==> src/verilog/dcir_defines.svh <==
// Offsets, field positions, reset values and counts of the interrupt router.
// Assumes it is included by its bare name from the package and the router.
`ifndef DCIR_DEFINES_SVH
`define DCIR_DEFINES_SVH

// ==========================================================
// Source numbering
`define DCIR_NSRC 25
`define DCIR_NEXT 16
`define DCIR_NDIST 17
`define DCIR_NDIR 8
`define DCIR_NTMR 4
`define DCIR_NIPI 4
`define DCIR_NCPU 2
`define DCIR_NPRIO 15

// ==========================================================
// Register offsets
`define DCIR_CPU_SHIFT 12
`define DCIR_ACK_OFS 20'h200a0
`define DCIR_EOI_OFS 20'h200b0
`define DCIR_TASK_OFS 20'h20080
`define DCIR_IPI_OFS 20'h20040
`define DCIR_IPI_STRIDE 20'h00010
`define DCIR_CFG_OFS 20'h01020
`define DCIR_INIT_OFS 20'h01090
`define DCIR_VP_BASE 20'h10000
`define DCIR_DEST_SUB 5'h10

// ==========================================================
// Field positions
`define DCIR_VP_MASK 31
`define DCIR_VP_ACT 30
`define DCIR_VP_SENSE 22
`define DCIR_CFG_TIE 0
`define DCIR_CFG_PASS 1

// ==========================================================
// Reset values
`define DCIR_TASK_RST 4'hf
`define DCIR_PASS_RST 1'b1
`define DCIR_SPURIOUS 8'hff

`endif

==> src/verilog/dcir_pkg.sv <==
// Types shared by the interrupt router.
// Assumes dcir_defines.svh is on the include path.
`default_nettype none
package dcir_pkg;
`include "dcir_defines.svh"

    // ==========================================================
    // Per-source vector and priority setting
    typedef struct packed {
        logic mask;
        logic sense;
        logic [3:0] prio;
        logic [7:0] vector;
    } dcir_src_cfg_t;

    // ==========================================================
    // Selector output held in the request register
    typedef struct packed {
        logic valid;
        logic [4:0] src;
        logic [3:0] prio;
    } dcir_req_t;

    // ==========================================================
    // In-service bits: one per priority level, one per source
    typedef struct packed {
        logic [`DCIR_NPRIO:1] prio;
        logic [`DCIR_NSRC-1:0] src;
    } dcir_isr_t;

endpackage : dcir_pkg
`default_nettype wire

==> src/verilog/dcir_router.sv <==
// Delivery core of a two-processor interrupt controller.
// Assumes one clock, a register master with one-cycle strobes, pins on extIrq.
//
// Added by the designer: the address-and-strobe port and the address map.
`timescale 1ns/1ps
`default_nettype none
`include "dcir_defines.svh"

// Summary of operation
// - Each in-service set holds 40 bits.
// - Pin decision uses service, task, destination, request.
// - Distributed pending bit qualified by destination.
// - Edge distributed pending cleared on vector read.
// - Direct sources keep one pending bit each processor.
// - Exclusive external needs priority above both.
// - Shared external goes to lower task processor.
// - Internal sources need priority above both.
// - Equal task priorities resolved by tie bit.
// - Acknowledge address is base plus processor shift.
// - Acknowledge blocks equal or lower priorities.
// - Legacy vector fetched by software, not here.
// - Reset sets task 15, masks, clears state.
// - Pass-through sends external 0 to processor 0.
// - Four shared dispatch registers, two addresses each.
// - Dispatch to own processor self-interrupts.
// - End command clears highest in-service priority.
// - Acknowledge read returns the causing vector.
// - Delivery needs priority above task register.
// - Request register pipelines the combinational selector.
// - Request register holds during acknowledge.
// - Acknowledge sets, end command clears in-service.
// - Mask gates pending; held request appears unmasked.
module dcir_router
    import dcir_pkg::*;
(
    // Clock and reset
    input wire logic clk,
    input wire logic resetn,
    // Register port
    input wire logic [19:0] regAddr,
    input wire logic [31:0] regWdata,
    input wire logic regWr,
    input wire logic regRd,
    output logic [31:0] regRdata,
    // Interrupt sources
    input wire logic [`DCIR_NEXT-1:0] extIrq,
    input wire logic errIrq,
    input wire logic [`DCIR_NTMR-1:0] timerEvt,
    // Processor side
    output logic [`DCIR_NCPU-1:0] cpuInt,
    output logic [`DCIR_NCPU-1:0] procInit
);

    // ==========================================================
    // Storage
    localparam logic [19:0] VpBase = `DCIR_VP_BASE;
    logic [`DCIR_NEXT-1:0] extMeta_q, extSync_q;
    logic [`DCIR_NDIST-1:0] lvlPrev_q, pendD_q, distClr;
    logic [`DCIR_NDIR-1:0] pendX_q [2];
    logic [`DCIR_NDIR-1:0] evt [2];
    logic [`DCIR_NDIR-1:0] xClr [2];
    dcir_src_cfg_t cfg_q [`DCIR_NSRC];
    logic [1:0] dest_q [`DCIR_NSRC];
    dcir_req_t irr_q [2];
    dcir_req_t sel [2];
    dcir_isr_t isr_q [2];
    logic [3:0] task_q [2];
    logic [3:0] topIsr [2];
    logic [7:0] ackVec [2];
    logic [`DCIR_NSRC-1:0] reqVec [2];
    logic [`DCIR_NSRC-1:0] destCpu [2];
    logic [`DCIR_NSRC-1:0] maskVec, senseVec, actVec;
    logic [`DCIR_NDIST-1:0] lvl;
    logic [1:0] ackRd, eoiWr, taskWr, deliver, ackGood, int_q, init_q;
    logic [`DCIR_NIPI-1:0] ipiWr;
    logic tie_q, pass_q, vpHit, dHit;
    logic [19:0] srcOfs;
    logic [4:0] srcIdx;
    logic [31:0] rdata_q;

    // ==========================================================
    // Decoding
    function automatic logic regAt(input logic [19:0] a, input logic [19:0] base,
                                   input logic cpu);
        regAt = (a == (base | (20'(cpu) << `DCIR_CPU_SHIFT)));
    endfunction : regAt

    function automatic logic [3:0] topPrio(input logic [`DCIR_NPRIO:1] p);
        topPrio = 4'h0;
        for (int i = 1; i <= `DCIR_NPRIO; i++) begin
            if (p[i]) begin
                topPrio = 4'(i);
            end
        end
    endfunction : topPrio

    assign srcOfs = regAddr - VpBase;
    assign srcIdx = srcOfs[9:5];
    assign vpHit = (regAddr[19:10] == VpBase[19:10]) && (srcOfs[4:0] == 5'h00)
                   && (srcIdx < 5'(`DCIR_NSRC));
    assign dHit = (regAddr[19:10] == VpBase[19:10]) && (srcOfs[4:0] == `DCIR_DEST_SUB)
                  && (srcIdx < 5'(`DCIR_NSRC));
    assign lvl = {errIrq, extSync_q};

    genvar g, c;
    generate
        for (g = 0; g < `DCIR_NIPI; g++) begin : gIpi
            localparam logic [19:0] Ofs = `DCIR_IPI_OFS + 20'(g) * `DCIR_IPI_STRIDE;
            assign ipiWr[g] = regWr && (regAt(regAddr, Ofs, 1'b0) || regAt(regAddr, Ofs, 1'b1));
        end
        for (g = 0; g < `DCIR_NSRC; g++) begin : gSrc
            assign destCpu[0][g] = dest_q[g][0];
            assign destCpu[1][g] = dest_q[g][1];
            assign maskVec[g] = cfg_q[g].mask;
            assign senseVec[g] = cfg_q[g].sense;
        end
    endgenerate

    // ==========================================================
    // Pin synchroniser
    always_ff @(posedge clk) begin
        if (!resetn) begin
            extMeta_q <= '0;
            extSync_q <= '0;
            lvlPrev_q <= '0;
        end else begin
            extMeta_q <= extIrq;
            extSync_q <= extMeta_q;
            lvlPrev_q <= lvl;
        end
    end

    // ==========================================================
    // Per-processor selector, router and in-service set
    generate
        for (c = 0; c < `DCIR_NCPU; c++) begin : gCpu
            localparam int O = 1 - c;
            logic pOk, ext, dstO, tieWin, take;
            logic [15:0] setP, clrP;
            logic [`DCIR_NSRC-1:0] setS, clrS;

            assign ackRd[c] = regRd && regAt(regAddr, `DCIR_ACK_OFS, 1'(c));
            assign eoiWr[c] = regWr && regAt(regAddr, `DCIR_EOI_OFS, 1'(c));
            assign taskWr[c] = regWr && regAt(regAddr, `DCIR_TASK_OFS, 1'(c));
            assign topIsr[c] = topPrio(isr_q[c].prio);
            assign evt[c] = {ipiWr & {`DCIR_NIPI{regWdata[c]}},
                             timerEvt & destCpu[c][`DCIR_NSRC-1-`DCIR_NIPI:`DCIR_NDIST]};
            assign reqVec[c] = {pendX_q[c], pendD_q & destCpu[c][`DCIR_NDIST-1:0]}
                               & ~maskVec;

            always_comb begin
                sel[c] = '0;
                for (int s = 0; s < `DCIR_NSRC; s++) begin
                    if (reqVec[c][s] && (!sel[c].valid || cfg_q[s].prio > sel[c].prio)) begin
                        sel[c].valid = 1'b1;
                        sel[c].src = 5'(s);
                        sel[c].prio = cfg_q[s].prio;
                    end
                end
            end

            always_comb begin
                pOk = irr_q[c].valid && (irr_q[c].prio > topIsr[c])
                      && (irr_q[c].prio > task_q[c]);
                ext = irr_q[c].src < 5'(`DCIR_NDIST);
                dstO = ext && destCpu[O][irr_q[c].src];
                tieWin = (task_q[c] < task_q[O]) ||
                         ((task_q[c] == task_q[O]) && (tie_q == 1'(c)));
                if (!ext) begin
                    deliver[c] = pOk;
                end else if (!dstO) begin
                    deliver[c] = pOk;
                end else begin
                    deliver[c] = pOk && !isr_q[O].src[irr_q[c].src] && tieWin;
                end
            end

            assign ackGood[c] = !pass_q && deliver[c];
            assign take = ackRd[c] && ackGood[c];
            assign ackVec[c] = ackGood[c] ? cfg_q[irr_q[c].src].vector : `DCIR_SPURIOUS;
            assign setP = take ? (16'h0001 << irr_q[c].prio) : 16'h0000;
            assign setS = take ? (`DCIR_NSRC'(1) << irr_q[c].src) : '0;
            assign clrP = eoiWr[c] ? (16'h0001 << topIsr[c]) : 16'h0000;

            always_comb begin
                clrS = '0;
                xClr[c] = '0;
                for (int s = 0; s < `DCIR_NSRC; s++) begin
                    if (eoiWr[c] && isr_q[c].src[s] && (cfg_q[s].prio == topIsr[c])) begin
                        clrS[s] = 1'b1;
                    end
                end
                if (take && !ext) begin
                    xClr[c][3'(irr_q[c].src - 5'(`DCIR_NDIST))] = 1'b1;
                end
            end

            always_ff @(posedge clk) begin
                if (!resetn) begin
                    irr_q[c] <= '0;
                end else if (!ackRd[c]) begin
                    irr_q[c] <= sel[c];
                end
            end

            always_ff @(posedge clk) begin
                if (!resetn) begin
                    isr_q[c] <= '0;
                end else begin
                    isr_q[c].prio <= (isr_q[c].prio & ~clrP[15:1]) | setP[15:1];
                    isr_q[c].src <= (isr_q[c].src & ~clrS) | setS;
                end
            end

            always_ff @(posedge clk) begin
                if (!resetn) begin
                    pendX_q[c] <= '0;
                end else begin
                    pendX_q[c] <= (pendX_q[c] & ~xClr[c]) | evt[c];
                end
            end

            always_ff @(posedge clk) begin
                if (!resetn) begin
                    task_q[c] <= `DCIR_TASK_RST;
                    int_q[c] <= 1'b0;
                end else begin
                    if (taskWr[c]) begin
                        task_q[c] <= regWdata[3:0];
                    end
                    if (pass_q) begin
                        int_q[c] <= (c == 0) ? extSync_q[0] : 1'b0;
                    end else begin
                        int_q[c] <= deliver[c];
                    end
                end
            end
        end
    endgenerate

    // ==========================================================
    // Distributed pending bits
    always_comb begin
        distClr = '0;
        for (int k = 0; k < `DCIR_NCPU; k++) begin
            if (ackRd[k] && ackGood[k] && irr_q[k].src < 5'(`DCIR_NDIST)) begin
                distClr[irr_q[k].src] = 1'b1;
            end
        end
    end

    always_ff @(posedge clk) begin
        if (!resetn) begin
            pendD_q <= '0;
        end else begin
            for (int s = 0; s < `DCIR_NDIST; s++) begin
                if (senseVec[s]) begin
                    pendD_q[s] <= lvl[s];
                end else if (lvl[s] && !lvlPrev_q[s]) begin
                    pendD_q[s] <= 1'b1;
                end else if (distClr[s]) begin
                    pendD_q[s] <= 1'b0;
                end
            end
        end
    end

    assign actVec = {pendX_q[0] | pendX_q[1], pendD_q} | isr_q[0].src | isr_q[1].src;

    // ==========================================================
    // Configuration registers
    always_ff @(posedge clk) begin
        if (!resetn) begin
            for (int s = 0; s < `DCIR_NSRC; s++) begin
                cfg_q[s] <= '{mask: 1'b1, sense: 1'b0, prio: 4'h0, vector: 8'h00};
                dest_q[s] <= 2'h0;
            end
        end else begin
            if (regWr && vpHit) begin
                cfg_q[srcIdx].mask <= regWdata[`DCIR_VP_MASK];
                cfg_q[srcIdx].sense <= regWdata[`DCIR_VP_SENSE];
                cfg_q[srcIdx].prio <= regWdata[19:16];
                cfg_q[srcIdx].vector <= regWdata[7:0];
            end
            if (regWr && dHit) begin
                dest_q[srcIdx] <= regWdata[1:0];
            end
        end
    end

    always_ff @(posedge clk) begin
        if (!resetn) begin
            tie_q <= 1'b0;
            pass_q <= `DCIR_PASS_RST;
            init_q <= 2'h0;
        end else begin
            if (regWr && regAddr == `DCIR_CFG_OFS) begin
                tie_q <= regWdata[`DCIR_CFG_TIE];
                pass_q <= regWdata[`DCIR_CFG_PASS];
            end
            if (regWr && regAddr == `DCIR_INIT_OFS) begin
                init_q <= regWdata[1:0];
            end
        end
    end

    // ==========================================================
    // Read data
    always_ff @(posedge clk) begin
        if (!resetn || !regRd) begin
            rdata_q <= 32'h00000000;
        end else if (ackRd[0]) begin
            rdata_q <= {24'h000000, ackVec[0]};
        end else if (ackRd[1]) begin
            rdata_q <= {24'h000000, ackVec[1]};
        end else if (regAt(regAddr, `DCIR_TASK_OFS, 1'b0)) begin
            rdata_q <= {28'h0000000, task_q[0]};
        end else if (regAt(regAddr, `DCIR_TASK_OFS, 1'b1)) begin
            rdata_q <= {28'h0000000, task_q[1]};
        end else if (vpHit) begin
            rdata_q <= {cfg_q[srcIdx].mask, actVec[srcIdx], 7'h00, cfg_q[srcIdx].sense,
                        2'h0, cfg_q[srcIdx].prio, 8'h00, cfg_q[srcIdx].vector};
        end else if (dHit) begin
            rdata_q <= {30'h00000000, dest_q[srcIdx]};
        end else if (regAddr == `DCIR_CFG_OFS) begin
            rdata_q <= {30'h00000000, pass_q, tie_q};
        end else if (regAddr == `DCIR_INIT_OFS) begin
            rdata_q <= {30'h00000000, init_q};
        end else begin
            rdata_q <= 32'h00000000;
        end
    end

    assign regRdata = rdata_q;
    assign cpuInt = int_q;
    assign procInit = init_q;
endmodule : dcir_router
`default_nettype wire
==> config.mk <==
export PLATFORM = sky130hd
export DESIGN_NAME = dcir_router
export DESIGN_NICKNAME = d
export VERILOG_FILES = /design/src/verilog/dcir_pkg.sv /design/src/verilog/dcir_router.sv
export VERILOG_INCLUDE_DIRS = /design/src /design/src/verilog
export SDC_FILE = /design/constraint.sdc
export NUM_CORES = 2
export LEC_CHECK = 0
export CORE_ASPECT_RATIO = 1.4
export CORE_MARGIN = 2
export CORE_UTILIZATION = 55
export CTS_BUF_LIST = sky130_fd_sc_hd__clkbuf_8 sky130_fd_sc_hd__clkbuf_16
export DETAILED_ROUTE_END_ITERATION = 16
export DONT_BUFFER_PORTS = 1
export HOLD_SLACK_MARGIN = 0.03
export PLACE_DENSITY_LB_ADDON = 0.3
export SYNTH_ARGS = -nofsm -noshare
export SYNTH_HDL_FRONTEND = slang
export SYNTH_SLANG_ARGS = --single-unit
==> constraint.sdc <==
create_clock -name clk -period 91.7 [get_ports clk]
set_clock_uncertainty 0.15 [all_clocks]
set_input_delay 18.34 -clock clk [delete_from_list [all_inputs] [get_ports clk]]
set_output_delay 18.34 -clock clk [all_outputs]
set_load 0.02 [all_outputs]
==> results.txt <==
Outcome - complete, but fails checks
Failing checks - capacitance limit
Final max-slew violation count - 0
Worst path max stage delay - 900 ps
Die Wd - 260 um
Reg2reg path depth - 203
CTS tree - done
Area growth syn-to-layout - 7.71%
Hpwl dp - 131000 um
HP Start - extMeta_q[1]
Rows - 131
Gate power share - 22.2%
Clock Sinks - 723
Fin cells - 5955
Placeable Area - 91100 um2
Initial Util - 55.5%
Die H - 363 um
Die area - 94400 um2
Headroom to the max-slew limit - 0.837%
Pwr Density - 16.7 nW/um2
Routed Wire Length - 182000 um
Mapped Area - 50600 um2
Worst EP required - 92060 ps
Internal power - 634 uW
Initial DRC Count - 5650
Post-CTS Setup Inserts - 0
Total global routing overflow - 0
Reg-to-reg slack, setup - 47030 ps
Total track usage - 38.6%
Pin count of the biggest net entering global routing - 234
Fmax - 0.0224 GHz
Max Buffers Root-to-Sink - 3
# H-tree levels - 3
Final period utilization - 48.7%
RR Startpoint - pendD_q[0]
Share of power burned in registers - 42.6%
Main synth FF type - edfxtp_1
Hold EP - extSync_q[1]
Synth cell types - 149
Layout cells sized above 1 - 14.5%
Async SR Flop Fraction - 0%
Seq cells post-synth - 723
Drt via density - 6.95
Clk_lat worst skew - 720 ps
# setup viols final - 0
RSZ-0062 raised after global routing - no
Setup WS post-layout - 47030 ps
Final hold violation count - 0
Post-route ant nets - 0
Root buf cell - clkbuf_16
Nets - 4960
Worst-path clk slew - 60 ps
CP max FO - 15
Post-Place Cells - 5812
CP arrival - 45030 ps
Input/output buffers - 0
GPL Wtd Cong - 1.02
Psw - 276 uW
Vias in the first global route - 39907
TritonCTS Buffers - 74
Slowest-stage cell, CP - a31oi_1
# DRC - 0
Worst hold path class - reg -> reg
Final min period - 44670 ps
Worst setup EP type - flip-flop
First-pass GRT wire length - 263000 um
Mapped Cells - 4715
Pwr Total - 911 uW
Io pins - 113
VDD IR max - 0.0000172 V
R2R Path End - irr_q[1][5]
Pre-Repair DR Iteration Count - 9
Sequential share of the synthesized area - 39.3%
Number of gates resized after CTS - 0
Critical path class - reg -> reg
Most frequent CP cell - a21oi_1
Mean Syn Cell Area - 10.7 um2
CTS hold repair buffers - 0
Post-synth EDFFs - 540
Vias - 41363
Tightest Pin Transition - 1480 ps
Max cap viols - 1
Drt wl/cell - 30.6 um
Startpoint types - flip-flop
Setup_tns - 0 ps
Initial antenna violation count - 13
Yosys warning count - 0
Leak - 19.3 nW
Clock network power share - 35.2%
Worst slack, placed - 47720 ps
Hold Path Cell Cnt - 1
Net Sw Frac - 30.4%
## cells in the mapped netlist, drive strengths merged, types with 99 or more instances
cell    count  share of area, %
a21boi    105               1.6
a21oi     201               2.1
and2      418               5.2
clkbuf    224               1.8
dfxtp     183               7.2
edfxtp    540                32
ha        192               4.8
inv       161               1.2
mux4      315                14
nand2     340               2.5
nand3      99              0.98
nor2      251               1.9
o21ai     306               3.1
xnor2     200               3.5
## worst max-delay path by stage
stage,start,end,slack [ps],cells past startpoint
after global placement,pendD_q[0],irr_q[1][5],48230,202
after floorplan,cfg_q[0][13],irr_q[1][4],53590,212
after detailed placement,pendD_q[0],irr_q[1][5],47720,203
after CTS,pendD_q[0],irr_q[1][5],47510,203
after global routing,cfg_q[0][13],irr_q[1][5],43290,210
final,pendD_q[0],irr_q[1][5],47030,203
## stage by stage
stage	hold WS [ps]	area, um2	util (%)
6_report	266	54500	59.8
5_1_grt	287	54400	59.7
4_1_cts	268	54400	59.7
3_3_place_gp	263	51900	56.9
3_5_place_dp	269	51900	56.9
2_1_floorplan	262	51000	-
## routing by layer
layer	share of wire [%]	track usage, %	up-vias
met5	0.017	0	-
met4	10	32.3	4
met1	33	44.6	19974
met3	12	10.1	769
li1	-	-	17760
met2	45	59.9	2856
## registers in the layout, indices dropped and copies added, names as in the netlist
register   count
pass_q         1
isr_q         80
task_q         8
cpuInt         2
pendX_q       16
regRdata      15
extSync_q     16
pendD_q       17
cfg_q        448
tie_q          1
dest_q        64
extMeta_q     16
irr_q         20
lvlPrev_q     17
procInit       2
## worst max-delay path, delay by kind of cell, from the launching register on
family,cells,cell delay (ps)
multiplexers,11,3840
buffers and inverters,5,470
AO/OA/AOI/OAI,103,21410
AND/OR/NAND/NOR,60,10720
adder cells (fa/ha/maj),24,7500
flip-flops,1,440
## cell type report
class | instances | area (um2)
diodes | 6 | 15.0
clock buffers | 84 | 2030
clock inverters | 53 | 517
fillers | 7569 | 36700
inverters | 165 | 619
multi-input cells | 3651 | 29300
flip-flops and latches | 723 | 19900
well taps | 1197 | 1500
repair buffers | 76 | 583
## power groups by stage
| stage | clock, mW | sequential (mW) | combinational (mW) |
|---|---|---|---|
| 2_1_floorplan | 0 | 0.384 | 0.148 |
| 3_3_place_gp | 0 | 0.392 | 0.191 |
| 3_5_place_dp | 0 | 0.394 | 0.194 |
| 4_1_cts | 0.319 | 0.387 | 0.196 |
| 5_1_grt | 0.331 | 0.389 | 0.215 |
| 6_report | 0.320 | 0.388 | 0.203 |
## cells in the final DEF, fill, tap and decap left out, types with 72 or more instances in the layout
cell,synthesis,final
edfxtp_1,540,540
and2_1,414,414
nand2_1,339,339
mux4_2,314,314
o21ai_0,293,266
nor2_1,247,244
xnor2_1,200,200
a21oi_1,193,193
ha_1,192,192
dfxtp_1,183,183
inv_1,161,173
conb_1,1,129
a21boi_0,102,102
nand3_1,99,99
nand4_1,87,87
clkbuf_16,0,78
buf_4,20,75
nor2b_1,73,72
## logic make-up after synthesis
kind of cell	Yosys count	share of synthesized area, %
fa+ha+maj	195	4.81
compound gates	1089	15.0
simple gates	1622	17.4
other cells	1	0.00742
flops	723	39.3
buf+inv	469	3.80
mux	416	16.2
xor+xnor	200	3.46
Note: power is estimated with default switching activity, not from simulation.
